### config.mk
export PLATFORM = sky130hd
export DESIGN_NAME = laps_x86_frame_codec
export DESIGN_NICKNAME = d
export VERILOG_FILES = /design/src/laps_codec_pkg.sv /design/src/laps_x86_frame_codec.sv
export SDC_FILE = /design/constraint.sdc
export NUM_CORES = 1
export LEC_CHECK = 0
export BUFFER_PORTS_ARGS = -buffer_cell sky130_fd_sc_hd__buf_2
export CAP_MARGIN = 20
export CORE_MARGIN = 5
export CORE_UTILIZATION = 56
export DETAILED_ROUTE_END_ITERATION = 16
export PLACE_DENSITY = 0.76
export REMOVE_ABC_BUFFERS = 1
export SYNTH_ARGS = -nofsm -noshare
export SYNTH_HDL_FRONTEND = slang
export SYNTH_SLANG_ARGS = --single-unit
export TNS_END_PERCENT = 1
### constraint.sdc
create_clock -name clk_sys -period 13 [get_ports clk_sys]
set_input_delay 2.6 -clock clk_sys [delete_from_list [all_inputs] [get_ports clk_sys]]
set_output_delay 2.6 -clock clk_sys [all_outputs]
set_load 0.1 [all_outputs]
### src/laps_codec_pkg.sv
// Purpose: Shared constants, types and register layout of the LAPS frame codec
// Assumes: Byte-wide serial stream, 32-bit classic Wishbone register access
// Notes: All offsets are byte addresses of aligned 32-bit words
package laps_codec_pkg;
	// ======================================================================
	// Octet values on the line
	localparam logic [7:0] FLAG_OCTET = 8'h7e;  // Opening and closing flag
	localparam logic [7:0] ESC_OCTET = 8'h7d;   // Escape prefix
	localparam logic [7:0] ESC_FLAG = 8'h5e;    // Escaped flag
	localparam logic [7:0] ESC_ESC = 8'h5d;     // Escaped escape
	localparam logic [7:0] RATE_OCTET = 8'hdd;  // Rate adaptation follower
	localparam logic [7:0] ESC_XOR = 8'h20;     // Bit flipped by transparency
	// ======================================================================
	// Frame check and frame size
	localparam logic [31:0] CRC_POLY = 32'hedb88320;    // Reflected CRC-32
	localparam logic [31:0] CRC_INIT = 32'hffffffff;
	localparam logic [31:0] CRC_RESIDUE = 32'hdebb20e3; // Good-frame remainder
	localparam logic [3:0] MIN_OCTETS = 4'h6;           // Shortest legal frame
	localparam logic [3:0] HDR_LAST = 4'hf;             // 16 inserted header octets
	localparam logic [1:0] FCS_LAST = 2'h3;             // 4 FCS octets
	localparam int SCR_LEN = 43;                        // x^43+1 delay line
	// ======================================================================
	// Register map (byte offsets) and reset values
	localparam int CFG_WORDS = 7;
	localparam logic [7:0] OFS_ENABLE = 8'h00;      // x86_enable_reg
	localparam logic [7:0] OFS_ADDR_MATCH = 8'h04;  // x86_address_match
	localparam logic [7:0] OFS_SAPI_MATCH = 8'h08;  // x86_sapi_match_low
	localparam logic [7:0] OFS_DEST_LO = 8'h0c;
	localparam logic [7:0] OFS_DEST_HI = 8'h10;
	localparam logic [7:0] OFS_SRC_LO = 8'h14;
	localparam logic [7:0] OFS_SRC_HI = 8'h18;
	localparam logic [7:0] OFS_COUNTS = 8'h1c;      // Frame counters, read only
	localparam logic [7:0] OFS_STATE = 8'h20;       // Live state, read only
	localparam int EN_X86 = 0;   // Encapsulation on
	localparam int EN_SCR = 1;   // Transmit scrambling on
	localparam int EN_DSCR = 2;  // Receive descrambling on
	localparam logic [31:0] CFG_RST [CFG_WORDS] = '{32'h00000000, 32'h00000304,
		32'h0000fe01, 32'h00000000, 32'h00000000, 32'h00000000, 32'h00000000};
	localparam logic [31:0] CFG_MASK [CFG_WORDS] = '{32'h00000007, 32'h0000ffff,
		32'h0000ffff, 32'hffffffff, 32'h0000ffff, 32'hffffffff, 32'h0000ffff};
	localparam logic [7:0] TX_DIV_DEFAULT = 8'h08;  // Clocks per line octet
	// ======================================================================
	// Types
	typedef enum logic [1:0] {T_IDLE = 2'b00, T_HDR = 2'b01, T_PAY = 2'b10,
		T_FCS = 2'b11} tx_state_t;
	typedef enum logic {R_HUNT = 1'b0, R_FRAME = 1'b1} rx_state_t;
	typedef struct packed {
		logic [7:0] data;  // MAC octet
		logic last;        // Final octet of the MAC frame
	} tx_beat_t;
	typedef struct packed {
		logic [7:0] data;  // Frame octet, FCS included
		logic first;       // First octet after the start flag
		logic last;        // Final octet of the frame
		logic abort;       // Frame is bad, valid with last
	} rx_beat_t;
endpackage : laps_codec_pkg

### src/laps_x86_frame_codec.sv
// Purpose: LAPS (X.86) encapsulation and decapsulation on a byte stream
// Assumes: Line partner runs on clk_sys; Wishbone classic slave for settings
// Notes: Receive frames leave with FCS octets kept and an abort tag on last
`timescale 1ns/10ps
`default_nettype none
module laps_x86_frame_codec #(
	parameter logic [7:0] TX_BYTE_DIV = laps_codec_pkg::TX_DIV_DEFAULT
) (
	input wire logic clk_sys,
	input wire logic resetn,
	input wire logic wb_cyc_i,
	input wire logic wb_stb_i,
	input wire logic wb_we_i,
	input wire logic [7:0] wb_adr_i,
	input wire logic [31:0] wb_dat_i,
	input wire logic [3:0] wb_sel_i,
	output logic [31:0] wb_dat_o,
	output logic wb_ack_o,
	input wire laps_codec_pkg::tx_beat_t tx_in,
	input wire logic tx_in_valid,
	output logic tx_in_ready,
	output logic [7:0] tx_line_data,
	output logic tx_byte_sync,
	input wire logic [7:0] rx_line_data,
	input wire logic rx_byte_sync,
	output laps_codec_pkg::rx_beat_t rx_out,
	output logic rx_out_valid
);
	import laps_codec_pkg::*;

	// ======================================================================
	// Helpers
	// One octet of reflected CRC-32, least significant bit first
	function automatic logic [31:0] crc_octet(input logic [31:0] c, input logic [7:0] d);
		logic [31:0] r;
		r = c;
		for (int i = 0; i < 8; i++) begin
			r = (r >> 1) ^ (((r[0] ^ d[i]) == 1'b1) ? CRC_POLY : 32'h0);
		end
		return r;
	endfunction : crc_octet
	// Self-synchronous x^43+1, first line bit is the octet MSB
	// Returns {new delay line, output octet}; descrambling feeds the line bits
	function automatic logic [SCR_LEN+7:0] scr_octet(input logic [SCR_LEN-1:0] s,
		input logic [7:0] d, input logic descr);
		logic [SCR_LEN-1:0] q;
		logic [7:0] o;
		q = s;
		o = 8'h00;
		for (int i = 7; i >= 0; i--) begin
			o[i] = d[i] ^ q[SCR_LEN-1];
			q = {q[SCR_LEN-2:0], (descr ? d[i] : o[i])};
		end
		return {q, o};
	endfunction : scr_octet

	// ======================================================================
	// Reset release through two flip-flops
	logic rst_meta; // First stage, read only by the second
	logic rst_n;    // Released reset for the rest of the block
	always_ff @(posedge clk_sys or negedge resetn) begin
		if (!resetn) begin
			rst_meta <= 1'b0;
			rst_n <= 1'b0;
		end else begin
			rst_meta <= 1'b1;
			rst_n <= rst_meta;
		end
	end

	// ======================================================================
	// Wishbone slave: one wait state, every address acknowledged
	logic [31:0] cfg [CFG_WORDS]; // Settings words
	logic [15:0] rx_good_cnt;     // Frames delivered clean
	logic [15:0] rx_abort_cnt;    // Frames delivered with abort
	tx_state_t tx_state;
	rx_state_t rx_state;
	logic rx_esc;                 // Previous receive octet was an escape
	wire wb_req = wb_cyc_i & wb_stb_i & ~wb_ack_o;
	wire [5:0] wb_word = wb_adr_i[7:2];
	wire [31:0] sel_mask = {{8{wb_sel_i[3]}}, {8{wb_sel_i[2]}}, {8{wb_sel_i[1]}},
		{8{wb_sel_i[0]}}};
	// Ack one cycle after the strobe, dropped the cycle after
	always_ff @(posedge clk_sys or negedge rst_n) begin
		if (!rst_n) begin
			wb_ack_o <= 1'b0;
		end else begin
			wb_ack_o <= wb_req;
		end
	end
	// Settings words: byte lanes merged, unused bits kept zero
	for (genvar g = 0; g < CFG_WORDS; g++) begin : g_cfg
		always_ff @(posedge clk_sys or negedge rst_n) begin
			if (!rst_n) begin
				cfg[g] <= CFG_RST[g];
			end else if (wb_req && wb_we_i && wb_word == 6'(g)) begin
				cfg[g] <= ((cfg[g] & ~sel_mask) | (wb_dat_i & sel_mask)) & CFG_MASK[g];
			end
		end
	end
	// Read decode; unmapped words read zero
	logic [31:0] rd_word;
	always_comb begin
		if (wb_adr_i < OFS_COUNTS) begin
			rd_word = cfg[wb_word[2:0]];
		end else if (wb_adr_i[7:2] == OFS_COUNTS[7:2]) begin
			rd_word = {rx_abort_cnt, rx_good_cnt};
		end else if (wb_adr_i[7:2] == OFS_STATE[7:2]) begin
			rd_word = {28'h0, rx_esc, rx_state, tx_state};
		end else begin
			rd_word = 32'h0;
		end
	end
	// Read data registered with the ack
	always_ff @(posedge clk_sys or negedge rst_n) begin
		if (!rst_n) begin
			wb_dat_o <= 32'h0;
		end else if (wb_req) begin
			wb_dat_o <= wb_we_i ? 32'h0 : rd_word;
		end
	end
	// Named setting bits
	wire x86_en = cfg[0][EN_X86];   // Encapsulation active
	wire scr_en = cfg[0][EN_SCR];   // Transmit scrambling
	wire dscr_en = cfg[0][EN_DSCR]; // Receive descrambling
	wire [31:0] match_vec = {cfg[1][7:0], cfg[1][15:8], cfg[2][15:0]};
	wire [127:0] hdr_vec = {match_vec, cfg[4][15:0], cfg[3], cfg[6][15:0], cfg[5]};

	// ======================================================================
	// Transmit octet clock: one enable pulse per line octet
	logic [7:0] tx_div;
	wire tx_tick = (tx_div == TX_BYTE_DIV - 8'h01);
	always_ff @(posedge clk_sys or negedge rst_n) begin
		if (!rst_n) begin
			tx_div <= 8'h00;
		end else begin
			tx_div <= tx_tick ? 8'h00 : tx_div + 8'h01;
		end
	end

	// ======================================================================
	// Transmit framing
	logic [3:0] tx_idx;           // Header or FCS octet index
	logic [31:0] tx_crc;          // Running FCS
	logic esc_pend;               // Second octet of a pair is due
	logic [7:0] esc_byte;         // That second octet
	logic [SCR_LEN-1:0] scr_q;    // Scrambler delay line
	logic [7:0] tx_raw;           // Octet before transparency
	logic tx_is_data;             // Octet lies inside the FCS cover or is FCS
	logic tx_rate;                // No MAC octet ready: send a rate pair
	wire [31:0] fcs_word = ~tx_crc;
	// Octet source by state
	always_comb begin
		tx_raw = FLAG_OCTET;
		tx_is_data = 1'b0;
		tx_rate = 1'b0;
		case (tx_state)
			T_HDR: begin
				tx_raw = hdr_vec[8'd127 - {tx_idx, 3'b000} -: 8];
				tx_is_data = 1'b1;
			end
			T_PAY: begin
				tx_raw = tx_in.data;
				tx_is_data = tx_in_valid;
				tx_rate = ~tx_in_valid;
			end
			T_FCS: begin
				tx_raw = fcs_word[{tx_idx[1:0], 3'b000} +: 8];
				tx_is_data = 1'b1;
			end
			default: begin
				tx_raw = FLAG_OCTET; // Idle fill doubles as closing flag
			end
		endcase
	end

	wire tx_adv = tx_tick & ~esc_pend;
	wire need_esc = tx_rate | (tx_is_data & (tx_raw == FLAG_OCTET | tx_raw == ESC_OCTET));
	wire [7:0] slot_byte = esc_pend ? esc_byte : (need_esc ? ESC_OCTET : tx_raw);
	wire [SCR_LEN+7:0] scr_res = scr_octet(scr_q, slot_byte, 1'b0);
	assign tx_in_ready = tx_adv & (tx_state == T_PAY);
	// Escape pair bookkeeping
	always_ff @(posedge clk_sys or negedge rst_n) begin
		if (!rst_n) begin
			esc_pend <= 1'b0;
			esc_byte <= 8'h00;
		end else if (tx_tick) begin
			esc_pend <= tx_adv & need_esc;
			esc_byte <= tx_rate ? RATE_OCTET : tx_raw ^ ESC_XOR;
		end
	end
	// Frame sequencer advances once per unescaped slot
	always_ff @(posedge clk_sys or negedge rst_n) begin
		if (!rst_n) begin
			tx_state <= T_IDLE;
			tx_idx <= 4'h0;
			tx_crc <= CRC_INIT;
		end else if (tx_adv) begin
			case (tx_state)
				T_IDLE: begin
					if (x86_en && tx_in_valid) begin
						tx_state <= T_HDR;
						tx_idx <= 4'h0;
						tx_crc <= CRC_INIT;
					end
				end
				T_HDR: begin
					tx_crc <= crc_octet(tx_crc, tx_raw);
					tx_idx <= tx_idx + 4'h1;
					if (tx_idx == HDR_LAST) begin
						tx_state <= T_PAY;
					end
				end
				T_PAY: begin
					if (tx_in_valid) begin
						tx_crc <= crc_octet(tx_crc, tx_raw);
						if (tx_in.last) begin
							tx_state <= T_FCS;
							tx_idx <= 4'h0;
						end
					end
				end
				default: begin
					tx_idx <= tx_idx + 4'h1;
					if (tx_idx[1:0] == FCS_LAST) begin
						tx_state <= T_IDLE;
					end
				end
			endcase
		end
	end
	// Line output; the scrambler shifts every octet, enabled or not
	always_ff @(posedge clk_sys or negedge rst_n) begin
		if (!rst_n) begin
			tx_line_data <= FLAG_OCTET;
			tx_byte_sync <= 1'b0;
			scr_q <= '0;
		end else begin
			tx_byte_sync <= tx_tick;
			if (tx_tick) begin
				scr_q <= scr_res[SCR_LEN+7:8];
				tx_line_data <= scr_en ? scr_res[7:0] : slot_byte;
			end
		end
	end
	// ======================================================================
	// Receive: descramble, delineate, strip pairs, check, tag
	logic [SCR_LEN-1:0] dscr_q; // Descrambler delay line
	logic [3:0] rx_cnt;         // Octets in frame, saturating
	logic [31:0] rx_crc;
	logic hdr_bad;              // Header octet mismatch seen
	logic pend_v;               // Held octet waits for its successor
	logic pend_first;
	logic [7:0] pend_data;
	wire [SCR_LEN+7:0] dscr_res = scr_octet(dscr_q, rx_line_data, 1'b1);
	wire [7:0] rx_d = dscr_en ? dscr_res[7:0] : rx_line_data;
	wire rx_in = rx_byte_sync & x86_en & (rx_state == R_FRAME);
	wire rx_open = rx_byte_sync & x86_en & (rx_state == R_HUNT) & (rx_d == FLAG_OCTET);
	wire esc_ok = rx_d == ESC_FLAG | rx_d == ESC_ESC;
	wire rx_acc = rx_in & (rx_esc ? esc_ok : ~(rx_d == ESC_OCTET | rx_d == FLAG_OCTET));
	wire rx_abt = rx_in & rx_esc & ~(esc_ok | rx_d == RATE_OCTET);
	wire rx_cls = rx_in & ~rx_esc & (rx_d == FLAG_OCTET) & (rx_cnt != 4'h0);
	wire [7:0] acc_byte = rx_esc ? rx_d ^ ESC_XOR : rx_d;
	wire [7:0] match_byte = match_vec[8'd31 - {2'b00, rx_cnt[1:0], 3'b000} -: 8];
	wire [31:0] crc_next = crc_octet(rx_crc, acc_byte);
	wire frame_bad = (rx_cnt < MIN_OCTETS) | (rx_crc != CRC_RESIDUE) | hdr_bad;
	wire rx_end = rx_cls | rx_abt;
	// Descrambler runs on every octet strobe
	always_ff @(posedge clk_sys or negedge rst_n) begin
		if (!rst_n) begin
			dscr_q <= '0;
		end else if (rx_byte_sync) begin
			dscr_q <= dscr_res[SCR_LEN+7:8];
		end
	end
	// Delineation and per-frame checks
	always_ff @(posedge clk_sys or negedge rst_n) begin
		if (!rst_n) begin
			rx_state <= R_HUNT;
			rx_esc <= 1'b0;
			rx_cnt <= 4'h0;
			rx_crc <= CRC_INIT;
			hdr_bad <= 1'b0;
		end else if (!x86_en) begin
			rx_state <= R_HUNT;
			rx_esc <= 1'b0;
		end else if (rx_open) begin
			rx_state <= R_FRAME;
			rx_cnt <= 4'h0;
			rx_crc <= CRC_INIT;
			hdr_bad <= 1'b0;
		end else if (rx_in) begin
			rx_esc <= ~rx_esc & (rx_d == ESC_OCTET);
			if (rx_abt) begin
				rx_state <= R_HUNT;
			end
			if (rx_end) begin
				rx_cnt <= 4'h0; // Flag also opens the next frame
				rx_crc <= CRC_INIT;
				hdr_bad <= 1'b0;
			end else if (rx_acc) begin
				rx_crc <= crc_next;
				rx_cnt <= (rx_cnt == 4'hf) ? rx_cnt : rx_cnt + 4'h1;
				if (rx_cnt < 4'h4 && acc_byte != match_byte) begin
					hdr_bad <= 1'b1;
				end
			end
		end
	end
	// One-octet holding stage so the last octet can carry the verdict
	always_ff @(posedge clk_sys or negedge rst_n) begin
		if (!rst_n) begin
			pend_v <= 1'b0;
			pend_first <= 1'b0;
			pend_data <= 8'h00;
			rx_out <= '0;
			rx_out_valid <= 1'b0;
			rx_good_cnt <= 16'h0;
			rx_abort_cnt <= 16'h0;
		end else begin
			rx_out_valid <= pend_v & (rx_acc | rx_end);
			if (pend_v && (rx_acc || rx_end)) begin
				rx_out.data <= pend_data;
				rx_out.first <= pend_first;
				rx_out.last <= rx_end;
				rx_out.abort <= rx_abt | (rx_cls & frame_bad);
			end
			if (pend_v && rx_end) begin
				rx_good_cnt <= rx_good_cnt + {15'h0, ~(rx_abt | frame_bad)};
				rx_abort_cnt <= rx_abort_cnt + {15'h0, rx_abt | frame_bad};
			end
			if (rx_acc) begin
				pend_v <= 1'b1;
				pend_first <= (rx_cnt == 4'h0);
				pend_data <= acc_byte;
			end else if (rx_end || !x86_en) begin
				pend_v <= 1'b0; // Rate pairs leave the held octet alone
			end
		end
	end
endmodule : laps_x86_frame_codec
`default_nettype wire

* Word-level counts from Yosys, hierarchy flattened *
Cells that the tools add are included.
Widths: inputs -> output; s select.

cells by class
  add/sub/neg operators = 7
  $mul = 0
  divide/modulo/power cells = 0
  $lt $le $gt $ge = 4
  equal/unequal tests = 33
  shifts and indexed selects = 3
  multiplexer cells = 70
  bitwise operators = 106
  reduce and logical (&&, ||, !) cells = 34

operators by type and width
  operator              count
  $mux 32               27
  $xor 31x32->32        16
  $shiftx 135x9->8      1
  $and 32x32->32        3
  $bmux 32 s3           1
  $pmux 32 s3           1
  $and 16x16->16        4
  $not 32->32           2
  $or 16x16->16         4
  $or 32x32->32         2
  $eq 8x7->1 const B    6
  $mux 8                6
  $shiftx 39x9->8       1
  $mux 4                9
  $add 16x1->16         2
  $ne 32x32->1 const B  1
  $shiftx 32x6->8       1
  $xor 1x1->1           32
  $eq 6x3->1 const B    4
  $pmux 8 s3            1
  $and 1x1->1           19
  $mux 1                16
  $reduce_and 4->1      4
  $eq 6x2->1 const B    2
  42 further kinds      92

storage, ports and cells
  bits in registers = 409
  bits in latches = 0
  RAM bits = 0
  memory bits (read-only) = 0
  bits of input ports = 68
  output and inout port bits = 55
  word-level logic and storage cells = 293
  memories = 0

* Longest topological paths before layout *
Gate-level depths: netlist of run 1.

  word-level depth = 32
  mapped depth = 13
  depth with buffers taken out = 13

* Least setup slack after synthesis of run 1 *
No wires, ideal clock.

  path kind = input-to-reg
  start point = in rx_line_data[0]
  end point = reg rx_abort_cnt[7]
  library setup time = 123 ps
  data arrival time = 5018 ps
  data required time = 12877 ps
  path slack = 7859 ps
  stages = 12
  path buffers = 1
  path through = xor2_2 xnor2_1 nor4b_2 a221oi_1 nor4_1 inv_1 ha_1 and3_1 and4_1 clkbuf_1 and3_1 xor2_1

on the way
  cells in the longest elaborated chain, start to end = 9
  elaborated cells on any way between the ends = 16
  classes of those cells = add/sub (1); eq/ne (4); mux (1); bitwise (9); reduce/logical (1)

RTL lines
  element                                                    line                                                      source
  start: declaration                                         laps_x86_frame_codec.sv:24                                input wire logic [7:0] rx_line_data,
  $xor 1x1->1                                                laps_x86_frame_codec.sv:51                                o[i] = d[i] ^ q[SCR_LEN-1];
  $mux 8 *                                                   laps_x86_frame_codec.sv:256                               wire [7:0] rx_d = dscr_en ? dscr_res[7:0] : rx_line_data;
  $eq 8x7->1                                                 laps_x86_frame_codec.sv:259                               wire esc_ok = rx_d == ESC_FLAG | rx_d == ESC_ESC;
  $or 1x1->1                                                 laps_x86_frame_codec.sv:259
  $or 1x1->1                                                 laps_x86_frame_codec.sv:261                               wire rx_abt = rx_in & rx_esc & ~(esc_ok | rx_d == RATE_OCTET);
  $not 1->1                                                  laps_x86_frame_codec.sv:261
  $and 1x1->1                                                laps_x86_frame_codec.sv:261
  $or 1x1->1, on equally long branches                       laps_x86_frame_codec.sv:330, laps_x86_frame_codec.sv:267
  $add 16x1->16 / $logic_and 1x1->1 (equally long branches)  laps_x86_frame_codec.sv:330, laps_x86_frame_codec.sv:328
  end signal: assignment                                     laps_x86_frame_codec.sv:330                               rx_abort_cnt <= rx_abort_cnt + {15'h0, rx_abt | frame_bad};
  end: declaration                                           laps_x86_frame_codec.sv:75                                logic [15:0] rx_abort_cnt;

Every way passes the cells marked *; elsewhere a longest branch is shown, timed or not.
A chain may end at the register's enable or synchronous reset.

* Worst setup path in the final report of run 1 *
  start point = reg tx_div[3]
  end point = out tx_in_ready

on the way
  cells in the longest elaborated chain, start to end = 3

RTL lines
  element                   line                         source
  start: declaration        laps_x86_frame_codec.sv:131  logic [7:0] tx_div;
  start signal: assignment  laps_x86_frame_codec.sv:137  tx_div <= tx_tick ? 8'h00 : tx_div + 8'h01;
  $eq 8x3->1                laps_x86_frame_codec.sv:132  wire tx_tick = (tx_div == TX_BYTE_DIV - 8'h01);
  $and 1x1->1               laps_x86_frame_codec.sv:177  wire tx_adv = tx_tick & ~esc_pend;
  $and 1x1->1               laps_x86_frame_codec.sv:181  assign tx_in_ready = tx_adv & (tx_state == T_PAY);
  end: declaration          laps_x86_frame_codec.sv:21   output logic tx_in_ready,

Every way passes these cells.

==> flow_summary.yaml, run 1 <==
worst_setup_path:
  crit_chain: "or4_1, or3_2, buf_4, inv_2, and3_1, buf_2"
  crit_required_ns: 10.40
  end_kind: "output port"
  path_delay_family: "buffers and inverters"
  criticalPathCategory: "reg2out"
  start_kind: "flop"
  cp_slowest_cell: "inv_2"
  critPathMaxFanout: 81
  arrival_ns: 3.64
  cpPeakStageDelay_ns: 0.65
  crit_buf_inv: 3
pwr:
  peakVddDrop_uv: 111
  total_leakage_power_uw: 0.0107
  cellPowerDensity_mw_per_mm2: 150
clocking:
  cts_made_buffers: 43
  clkSlewWorstSetupHoldPaths_ns: 0.07
  postCtsHoldBufs: 0
  ctsResizeCount: 0
  cts_root_buffer: "clkbuf_16"
  htree_num_levels: 2
  cts_tree: "done"
  postCtsSetupRepairBufs: 0
  insertion_delay_ns: 0.58
  clockBufferDepth: 3
  cts_sinks: 409
place:
  dp_slack_ns: 6.63
  hpwlAfterDp_um: 38300
  portBuffers: 120
  place_congestion: 0.958
logic_synthesis:
  synth_area_sq_mm: 0.0211
  async_flop_share_pct: 100
  ys_ff_latch: 409
  yosys_warnings: 0
  yosysSeqAreaShare_pct: 49.0
  synth-main-ff-cell: "dfrtp_1"
  synthDistinctLibCells: 79
  synthCells: 1874
  synth_edf_count: 0
  synth.avg_cell_area_sq_um: 11.3
global_route:
  grt_max_degree: 85
  grt_overflow_total: 0
  grtUsageMet1_pct: 36.9
  antenna_found_initial: 8
  grt.met3_usage_pct: 5.76
  grt.busiest_layer: "met2"
  grt_pass1_vias: 15200
  grt_use_total_pct: 26.4
  grt_first_pass_wirelength_um: 86900
  use_met2_pct: 41.1
timing:
  fin_ws_ns: 6.76
  worstMarginPinSlew_ns: 1.15
  slew_headroom_pct: 22.7
  timing.fmax_ghz: 0.160
  min_period_over_period_pct: 48.0
  rsz0062_at_grt: "no"
  hold_viol_final: 0
  finalSetupTns_ns: 0
  drv_slew: 0
  clock_skew_ns: 0.0204
  setup_viol: 0
  fin_crit_ns: 6.24
hold_path:
  hold_class: "reg2async"
drt:
  drc: 0
  via_count: 15200
  drt-initial-drc-count: 1323
  ant_nets: 0
  drt-total-wl_um: 54900
  drt-vias-per-instance: 6.06
  dr.pass1.iters: 6
  avgRoutedWirePerCell_um: 21.8
layout:
  final_common_cell: "dfrtp_1"
  fillers: 2931
  drive_gt1_share_pct: 28.0
  layout_common_cells: "dfrtp_1 (326), nand2_1 (274), mux2_2 (206)"
  fin_nets: 2048
  area_growth_pct: 11.9
die:
  die_area_sq_mm: 0.0416
  rows: 71
  io_pins: 123
  fp.dieH_um: 204
  start_util_pct: 56.4
  die_x_um: 204
  core-area_sq_mm: 0.0374
job:
  maxCapViolations: 0
status:
  status: "completed"
-- cell type report --
type                            instances  area, sq um  area share (%)
Inverter                               22         82.6           0.350
Antenna cell                            2         5.00          0.0212
Sequential cell                       409        10300            43.8
Tap cell                              511          639            2.71
Clock inverter                         14          146           0.621
Clock buffer                           66         1280            5.44
Multi-Input combinational cell       1347        10300            43.5
Timing Repair Buffer                  144          841            3.56
-- synth_stat cells (all sizes together), types with 5 or more instances --
cell type	n	area share, %
nand4	12	0.43
nand3	29	0.69
nand2	274	4.9
a21oi	80	1.9
a22oi	56	2.0
nor2	131	2.3
a2111oi	5	0.30
clkbuf	69	1.2
and2	5	0.15
dfstp	81	10
nand2b	10	0.30
nor3	19	0.50
ha	13	0.77
mux2	206	11
mux2i	46	2.2
a221oi	16	0.66
o21ai	90	2.1
nor4	7	0.21
buf	27	0.85
xor2	82	4.0
a31oi	8	0.24
inv	22	0.39
mux4	36	4.1
nor2b	9	0.27
and3	14	0.42
xnor2	128	5.8
dfrtp	328	39
-- power breakdown --
| group | switching (uW) | internal [uW] |
|---|---|---|
| Combinational | 404 | 386 |
| Sequential | 92.5 | 1410 |
| Clock | 524 | 724 |
-- cell families (layout without fill, tap and decap cells) --
| logic type | count (synthesis) | count (layout) | share of synthesized area [%] |
|---|---|---|---|
| adder cells (fa/ha/maj) | 13 | 13 | 0.771 |
| AND/OR/NAND/NOR | 535 | 535 | 11.2 |
| XOR/XNOR | 213 | 213 | 10.1 |
| multiplexers | 288 | 288 | 17.3 |
| other | 1 | 3 | 0.0178 |
| AO/OA/AOI/OAI | 297 | 297 | 9.17 |
| buffers and inverters | 118 | 246 | 2.47 |
| flip-flops | 409 | 409 | 49.0 |
-- stage by stage --
stage	area (sq um)	power, uW	hold slack [ns]	cells	utilization [%]
3_5_place_dp	22100	2300	0.252	2430	59.0
4_1_cts	23500	3550	0.248	2510	62.8
6_report	23600	3540	0.235	2515	63.1
3_3_place_gp	22100	2280	0.243	2430	59.0
5_1_grt	23600	3690	0.265	2514	63.1
2_1_floorplan	20600	2130	0.331	1778	-
-- layer usage --
metal	wire length, um	share of wire [%]
met4	2140	3.9
met5	68	0.12
met3	4390	8.0
met2	25500	46
met1	22800	42
-- final timing paths --
| check | slack, ns | from | to | cells past startpoint |
|---|---|---|---|---|
| setup / recovery | 6.76 | tx_div[3] | tx_in_ready | 6 |
| hold / removal | 0.23 | rst_n | rx_good_cnt[2] | 0 |
| setup reg to reg | 8.39 | tx_div[3] | tx_crc[9] | 9 |
| hold reg to reg | 0.23 | rst_n | rx_good_cnt[2] | 0 |
| max in group asynchronous | 10.82 | rst_n | rx_crc[3] | 3 |
| min in group clk_sys | 0.35 | rst_meta | rst_n | 0 |
No activity file was read; power rests on OpenSTA's default activity.
==> run 2, diff against run 1 <==
- CORE_UTILIZATION: 56 -> 62
- PLACE_DENSITY: 0.76 -> 0.8
- clock period: 13 -> 6.38 ns (I/O delays scaled with it)
==> run 2 against run 1 <==
  * Flip-flop and latch count unchanged
  * Die area down 9.2%
  * Sequential share of layout area up 0.15 points
  * Clock-buffer cell count down 9
  * Register-to-register slack worse by 6.6 ns
  * Combinational power up 100%
  * Wire length down 1.8%
  * Worst hold slack worse by 0.077 ns
  * Core utilization up 7.0 points
  * Global-route usage up 1.8 points
  * Critical endpoint unchanged
  * Largest cell class unchanged
==> flow_summary.yaml, run 2 (synthesized netlist as in run 1, its figures left out) <==
die:
  fp.dieH_um: 194
  start_util_pct: 62.9
  core-area_sq_mm: 0.0335
  die_area_sq_mm: 0.0378
  die_x_um: 194
  io_pins: 123
  rows: 67
layout:
  fin_nets: 2044
  area_growth_pct: 11.5
  antenna_cells: 0
  final_common_cell: "dfrtp_1"
  final_cells: 2446
  drive_gt1_share_pct: 28.1
  layout_common_cells: "dfrtp_1 (326), nand2_1 (274), mux2_2 (206)"
place:
  portBuffers: 120
  placed_cells: 2365
  hpwlAfterDp_um: 37500
  place_congestion: 0.991
worst_setup_path:
  cp_slowest_cell: "inv_2"
  path_delay_family: "buffers and inverters"
  criticalPathCategory: "reg2out"
  critPathMaxFanout: 81
  arrival_ns: 3.59
  crit_chain: "or4_1, or3_2, buf_4, inv_2, and3_1, buf_2"
  end_kind: "output port"
  crit_buf_inv: 3
  crit_required_ns: 5.10
  cpPeakStageDelay_ns: 0.64
  ff2ff_path_depth: 9
  start_kind: "flop"
  worst-path-stages: 6
clocking:
  htree_num_levels: 2
  cts_tree: "done"
  ctsResizeCount: 0
  clockBufferDepth: 3
  cts_made_buffers: 43
  postCtsHoldBufs: 0
  cts_root_buffer: "clkbuf_16"
  clkSlewWorstSetupHoldPaths_ns: 0.06
  postCtsSetupRepairBufs: 0
  insertion_delay_ns: 0.55
  cts_sinks: 409
timing:
  finalSetupTns_ns: 0
  slew_headroom_pct: 25.8
  rsz0062_at_grt: "no"
  clock_skew_ns: 0.0293
  min_period_over_period_pct: 76.3
  fin_crit_ns: 4.87
  timing.fmax_ghz: 0.206
  hold_viol_final: 0
  drv_slew: 0
  hold_ws_ns: 0.157
  worstMarginPinSlew_ns: 1.11
  setup_viol: 0
hold_path:
  hold_class: "reg2async"
drt:
  ant_nets: 0
  dr.pass1.iters: 5
  drt-initial-drc-count: 1431
  drt-vias-per-instance: 6.19
  via_count: 15100
  drt-total-wl_um: 53900
  avgRoutedWirePerCell_um: 22.0
  drc: 0
global_route:
  grt_pass1_vias: 15300
  antenna_found_initial: 2
  grt_overflow_total: 0
  grt_first_pass_wirelength_um: 85800
  grt_use_total_pct: 28.2
  grt_max_degree: 176
job:
  maxCapViolations: 0
pwr:
  peakVddDrop_uv: 232
  total_leakage_power_uw: 0.0107
  cellPowerDensity_mw_per_mm2: 308
status:
  status: "completed"
run 2: cell types whose count changed in the layout (fill, tap and decap cells not counted):
cell	before	now
buf_12	0	2
buf_16	3	1
buf_4	21	17
bufinv_16	2	5
clkbuf_1	12	7
clkbuf_8	10	6
clkinv_2	7	12
clkinv_4	3	1
clkinvlp_4	0	3
diode_2	2	0
run 2: power breakdown:
part,leakage [uW],internal (uW),switching [uW],total [uW]
Sequential,0.00517,2870,186,3050
Clock,0.000727,1540,1040,2580
Combinational,0.00476,783,824,1610
Total,0.0107,5200,2050,7240
run 2: area by class of cell:
cell class              count  area (sq um)
flip-flops and latches    409         10300
well taps                 448           561
clock buffers              57          1210
inverters                  22          82.6
multi-input cells        1347         10300
repair buffers            140           796
clock inverters            23           267
fillers                  2460         10000
run 2: routing by layer:
metal / vias up / track usage (%) / wire [um] / part of all wire (%)
li1: 6772 / - / - / -
met2: 679 / 44.2 / 25200 / 47
met5: - / 0 / 13 / 0.024
met4: 2 / 10.1 / 2080 / 3.9
met1: 7569 / 40.5 / 22600 / 42
met3: 122 / 4.55 / 4000 / 7.4
run 2: per-stage QoR:
stage | setup slack (ns) | total power (uW) | util, % | area (sq um)
floorplan | -5.72 | 4350 | - | 20600
global placement | 1.88 | 4630 | 65.6 | 22000
detailed placement | 1.84 | 4680 | 65.6 | 22000
CTS | 1.49 | 7280 | 70.0 | 23500
global route | 1.33 | 7560 | 70.1 | 23500
finish | 1.51 | 7240 | 70.1 | 23500
run 2: final timing paths:
check | start | end | slack [ns]
min in group clk_sys | rst_meta | rst_n | 0.35
max in group asynchronous | rst_n | pend_data[3] | 4.64
max reg2reg | tx_div[3] | tx_crc[9] | 1.75
max | tx_div[3] | tx_in_ready | 1.51
min reg2reg | rst_n | async pin | 0.16
min | rst_n | async pin | 0.16
==> run 3, diff against run 2 <==
- ABC_AREA: not set -> 1
- clock period: 6.38 -> 4.8 ns (I/O delays scaled with it)
==> run 3 against run 2 <==
  * Flip-flop and latch count unchanged
  * Via count rose by 31%
  * Global-route usage is 3.6 points higher
  * Total power grew 26%
  * Clock skew decreased by 0.0090 ns
  * Core utilization decreased by 0.45 points
  * Final area increased by 4.4%
  * Worst hold slack improved by 0.015 ns
  * Critical path depth increased by 2
  * Combinational power rose by 8%
  * Cell count up 36%
  * Largest power group unchanged
  * Highest routed layer unchanged
==> flow_summary.yaml, run 3 <==
status:
  status: "completed"
logic_synthesis:
  synth_area_sq_mm: 0.0220
  yosys_warnings: 0
  synthDistinctLibCells: 59
  synth.avg_cell_area_sq_um: 8.03
  synth_top_area_share_pct: 37.4
  yosys.area.top_type: "dfrtp_1"
  ys_ff_latch: 409
  synth.most_common_cell: "nand2_1"
  yosysSeqAreaShare_pct: 47.1
  synth-main-ff-cell: "dfrtp_1"
  async_flop_share_pct: 100
  synthCells: 2733
  synth_edf_count: 0
  synth_area_leaders: "dfrtp_1 (37%), nand2_1 (12%), dfstp_2 (9.7%), o21ai_0 (8.3%), inv_1 (5.7%)"
  synth_common_cells: "nand2_1 (678), o21ai_0 (363), inv_1 (336)"
die:
  io_pins: 123
  die_area_sq_mm: 0.0393
  core-area_sq_mm: 0.0352
  fp.dieH_um: 198
  start_util_pct: 62.3
  die_x_um: 198
  rows: 69
clocking:
  clockBufferDepth: 3
  insertion_delay_ns: 0.57
  cts_made_buffers: 45
  cts_root_buffer: "clkbuf_16"
  postCtsHoldBufs: 0
  htree_num_levels: 2
  ctsResizeCount: 0
  cts_tree: "done"
  cts_sinks: 409
  clkSlewWorstSetupHoldPaths_ns: 0.06
  postCtsSetupRepairBufs: 0
layout:
  finalInstanceArea_sq_mm: 0.0245
  final_common_cell: "nand2_1"
  drive_gt1_share_pct: 13.4
  area_growth_pct: 11.8
  layout_common_cells: "nand2_1 (678), o21ai_0 (363), inv_1 (336)"
  fin_nets: 2905
drt:
  ant_nets: 0
  avgRoutedWirePerCell_um: 19.0
  drt-vias-per-instance: 5.96
  drt-total-wl_um: 63000
  dr.pass1.iters: 8
  drt-initial-drc-count: 2130
  via_count: 19800
  drc: 0
pwr:
  share_comb_of_total_power_pct: 19.1
  cellPowerDensity_mw_per_mm2: 372
  switchingPower_uw: 2790
  internal_power_uw: 6340
  clkPwrFrac_pct: 39.6
  power.share.sequential_pct: 41.3
  total_leakage_power_uw: 0.0117
  peakVddDrop_uv: 275
  power.share.switching_pct: 30.6
worst_setup_path:
  ff2ff_path_depth: 17
  reg2reg_to: "rx_good_cnt[12]"
  crit_required_ns: 3.84
  criticalPathCategory: "reg2out"
  reg2reg_slack_ns: 0.94
  critPathMaxFanout: 55
  arrival_ns: 3.10
  start_kind: "flop"
  end_kind: "output port"
hold_path:
  hold_class: "in2async"
timing:
  worstMarginPinSlew_ns: 1.26
  min_period_over_period_pct: 84.6
  rsz0062_at_grt: "no"
  hold_viol_final: 0
  timing.fmax_ghz: 0.246
  setup_viol: 0
  slew_headroom_pct: 14.8
  fin_crit_ns: 4.06
  drv_slew: 0
  hold_ws_ns: 0.172
  clock_skew_ns: 0.0203
  finalSetupTns_ns: 0
place:
  portBuffers: 120
  hpwlAfterDp_um: 43800
  place_area_sq_mm: 0.0230
  place_congestion: 1.00
job:
  maxCapViolations: 0
global_route:
  grt_use_total_pct: 31.8
  grt_max_degree: 125
  antenna_found_initial: 4
  grt_overflow_total: 0
  grt_pass1_vias: 19100
  grt_first_pass_wirelength_um: 100000
-- run 3: changes by cell type in the layout (fill, tap and decap cells not counted), moves of 21 or more --
cell,before,now
buf_4,17,43
o211ai_1,0,32
mux4_2,21,0
a22oi_1,56,21
xnor2_1,118,34
xor2_1,73,97
nand2_1,274,678
mux2i_1,46,0
nand3_1,29,155
o22ai_1,3,40
o21ai_0,85,363
a21oi_1,79,108
inv_1,21,336
mux2_2,206,3
-- run 3: per-layer routing --
metal / wire length [um] / track usage [%]
met1: 24700 / 41.5
met2: 29300 / 51.4
met3: 5710 / 6.70
met4: 3310 / 14.5
met5: 27 / 0
-- run 3: power by group through the flow --
| stage | combinational, uW | clock [uW] | sequential (uW) |
|---|---|---|---|
| 6_report | 1740 | 3620 | 3770 |
| 3_3_place_gp | 1640 | 0 | 3820 |
| 5_1_grt | 1890 | 3790 | 3790 |
| 3_5_place_dp | 1690 | 0 | 3830 |
| 2_1_floorplan | 1050 | 0 | 3980 |
| 4_1_cts | 1710 | 3640 | 3770 |
-- run 3: cell type report --
class                      instances  area, sq um
fill                            2735        10700
sequential                       409        10300
multi-input combinational       1852         9760
inverter                         350         1310
clock buffer                      65         1310
timing repair buffer             166          983
tap                              461          577
clock inverter                    18          241
antenna                            2         5.00
-- run 3: worst max-delay path by stage --
stage          depth (start not counted)           to       startpoint  slack, ns
2_1_floorplan                          0    async pin            rst_n      -7.30
3_3_place_gp                          14   rx_crc[19]  rx_line_data[4]       1.00
3_5_place_dp                          14   rx_crc[12]  rx_line_data[4]       0.89
4_1_cts                                8  tx_in_ready        tx_div[0]       0.73
5_1_grt                                8  tx_in_ready        tx_div[0]       0.49
6_report                               8  tx_in_ready        tx_div[0]       0.74
-- run 3: kinds of logic (layout without fill, tap and decap cells) --
| kind of cell | count (synthesis) | in the layout | share of synthesized area (%) |
|---|---|---|---|
| and+or+nand+nor | 1047 | 1047 | 20.2 |
| AOI/OAI and AO/OA | 647 | 647 | 16.9 |
| buffers and inverters | 472 | 599 | 8.55 |
| DFF | 409 | 409 | 47.1 |
| xor gates and xnor gates | 141 | 141 | 6.38 |
| adders and majority gates | 13 | 13 | 0.741 |
| muxes | 3 | 3 | 0.154 |
| other | 1 | 3 | 0.0171 |
-- run 3: worst max-delay path, cell delays in order (launching register included) --
cell,delay [ns]
dfrtp_1,0.36
ha_1,0.20
nand3_1,0.14
nor2_4,0.47
inv_2,0.48
nor2_1,0.25
inv_1,0.08
nor2_1,0.11
buf_2,0.44
-- run 3: through the flow --
step / util [%] / setup WS (ns) / power (uW) / instances
finish: 69.7 / 0.739 / 9140 / 3323
global route: 69.7 / 0.486 / 9480 / 3323
CTS: 69.6 / 0.730 / 9120 / 3321
detailed placement: 65.2 / 0.888 / 5520 / 3238
global placement: 65.2 / 1.00 / 5470 / 3238
floorplan: - / -7.30 / 5030 / 2611
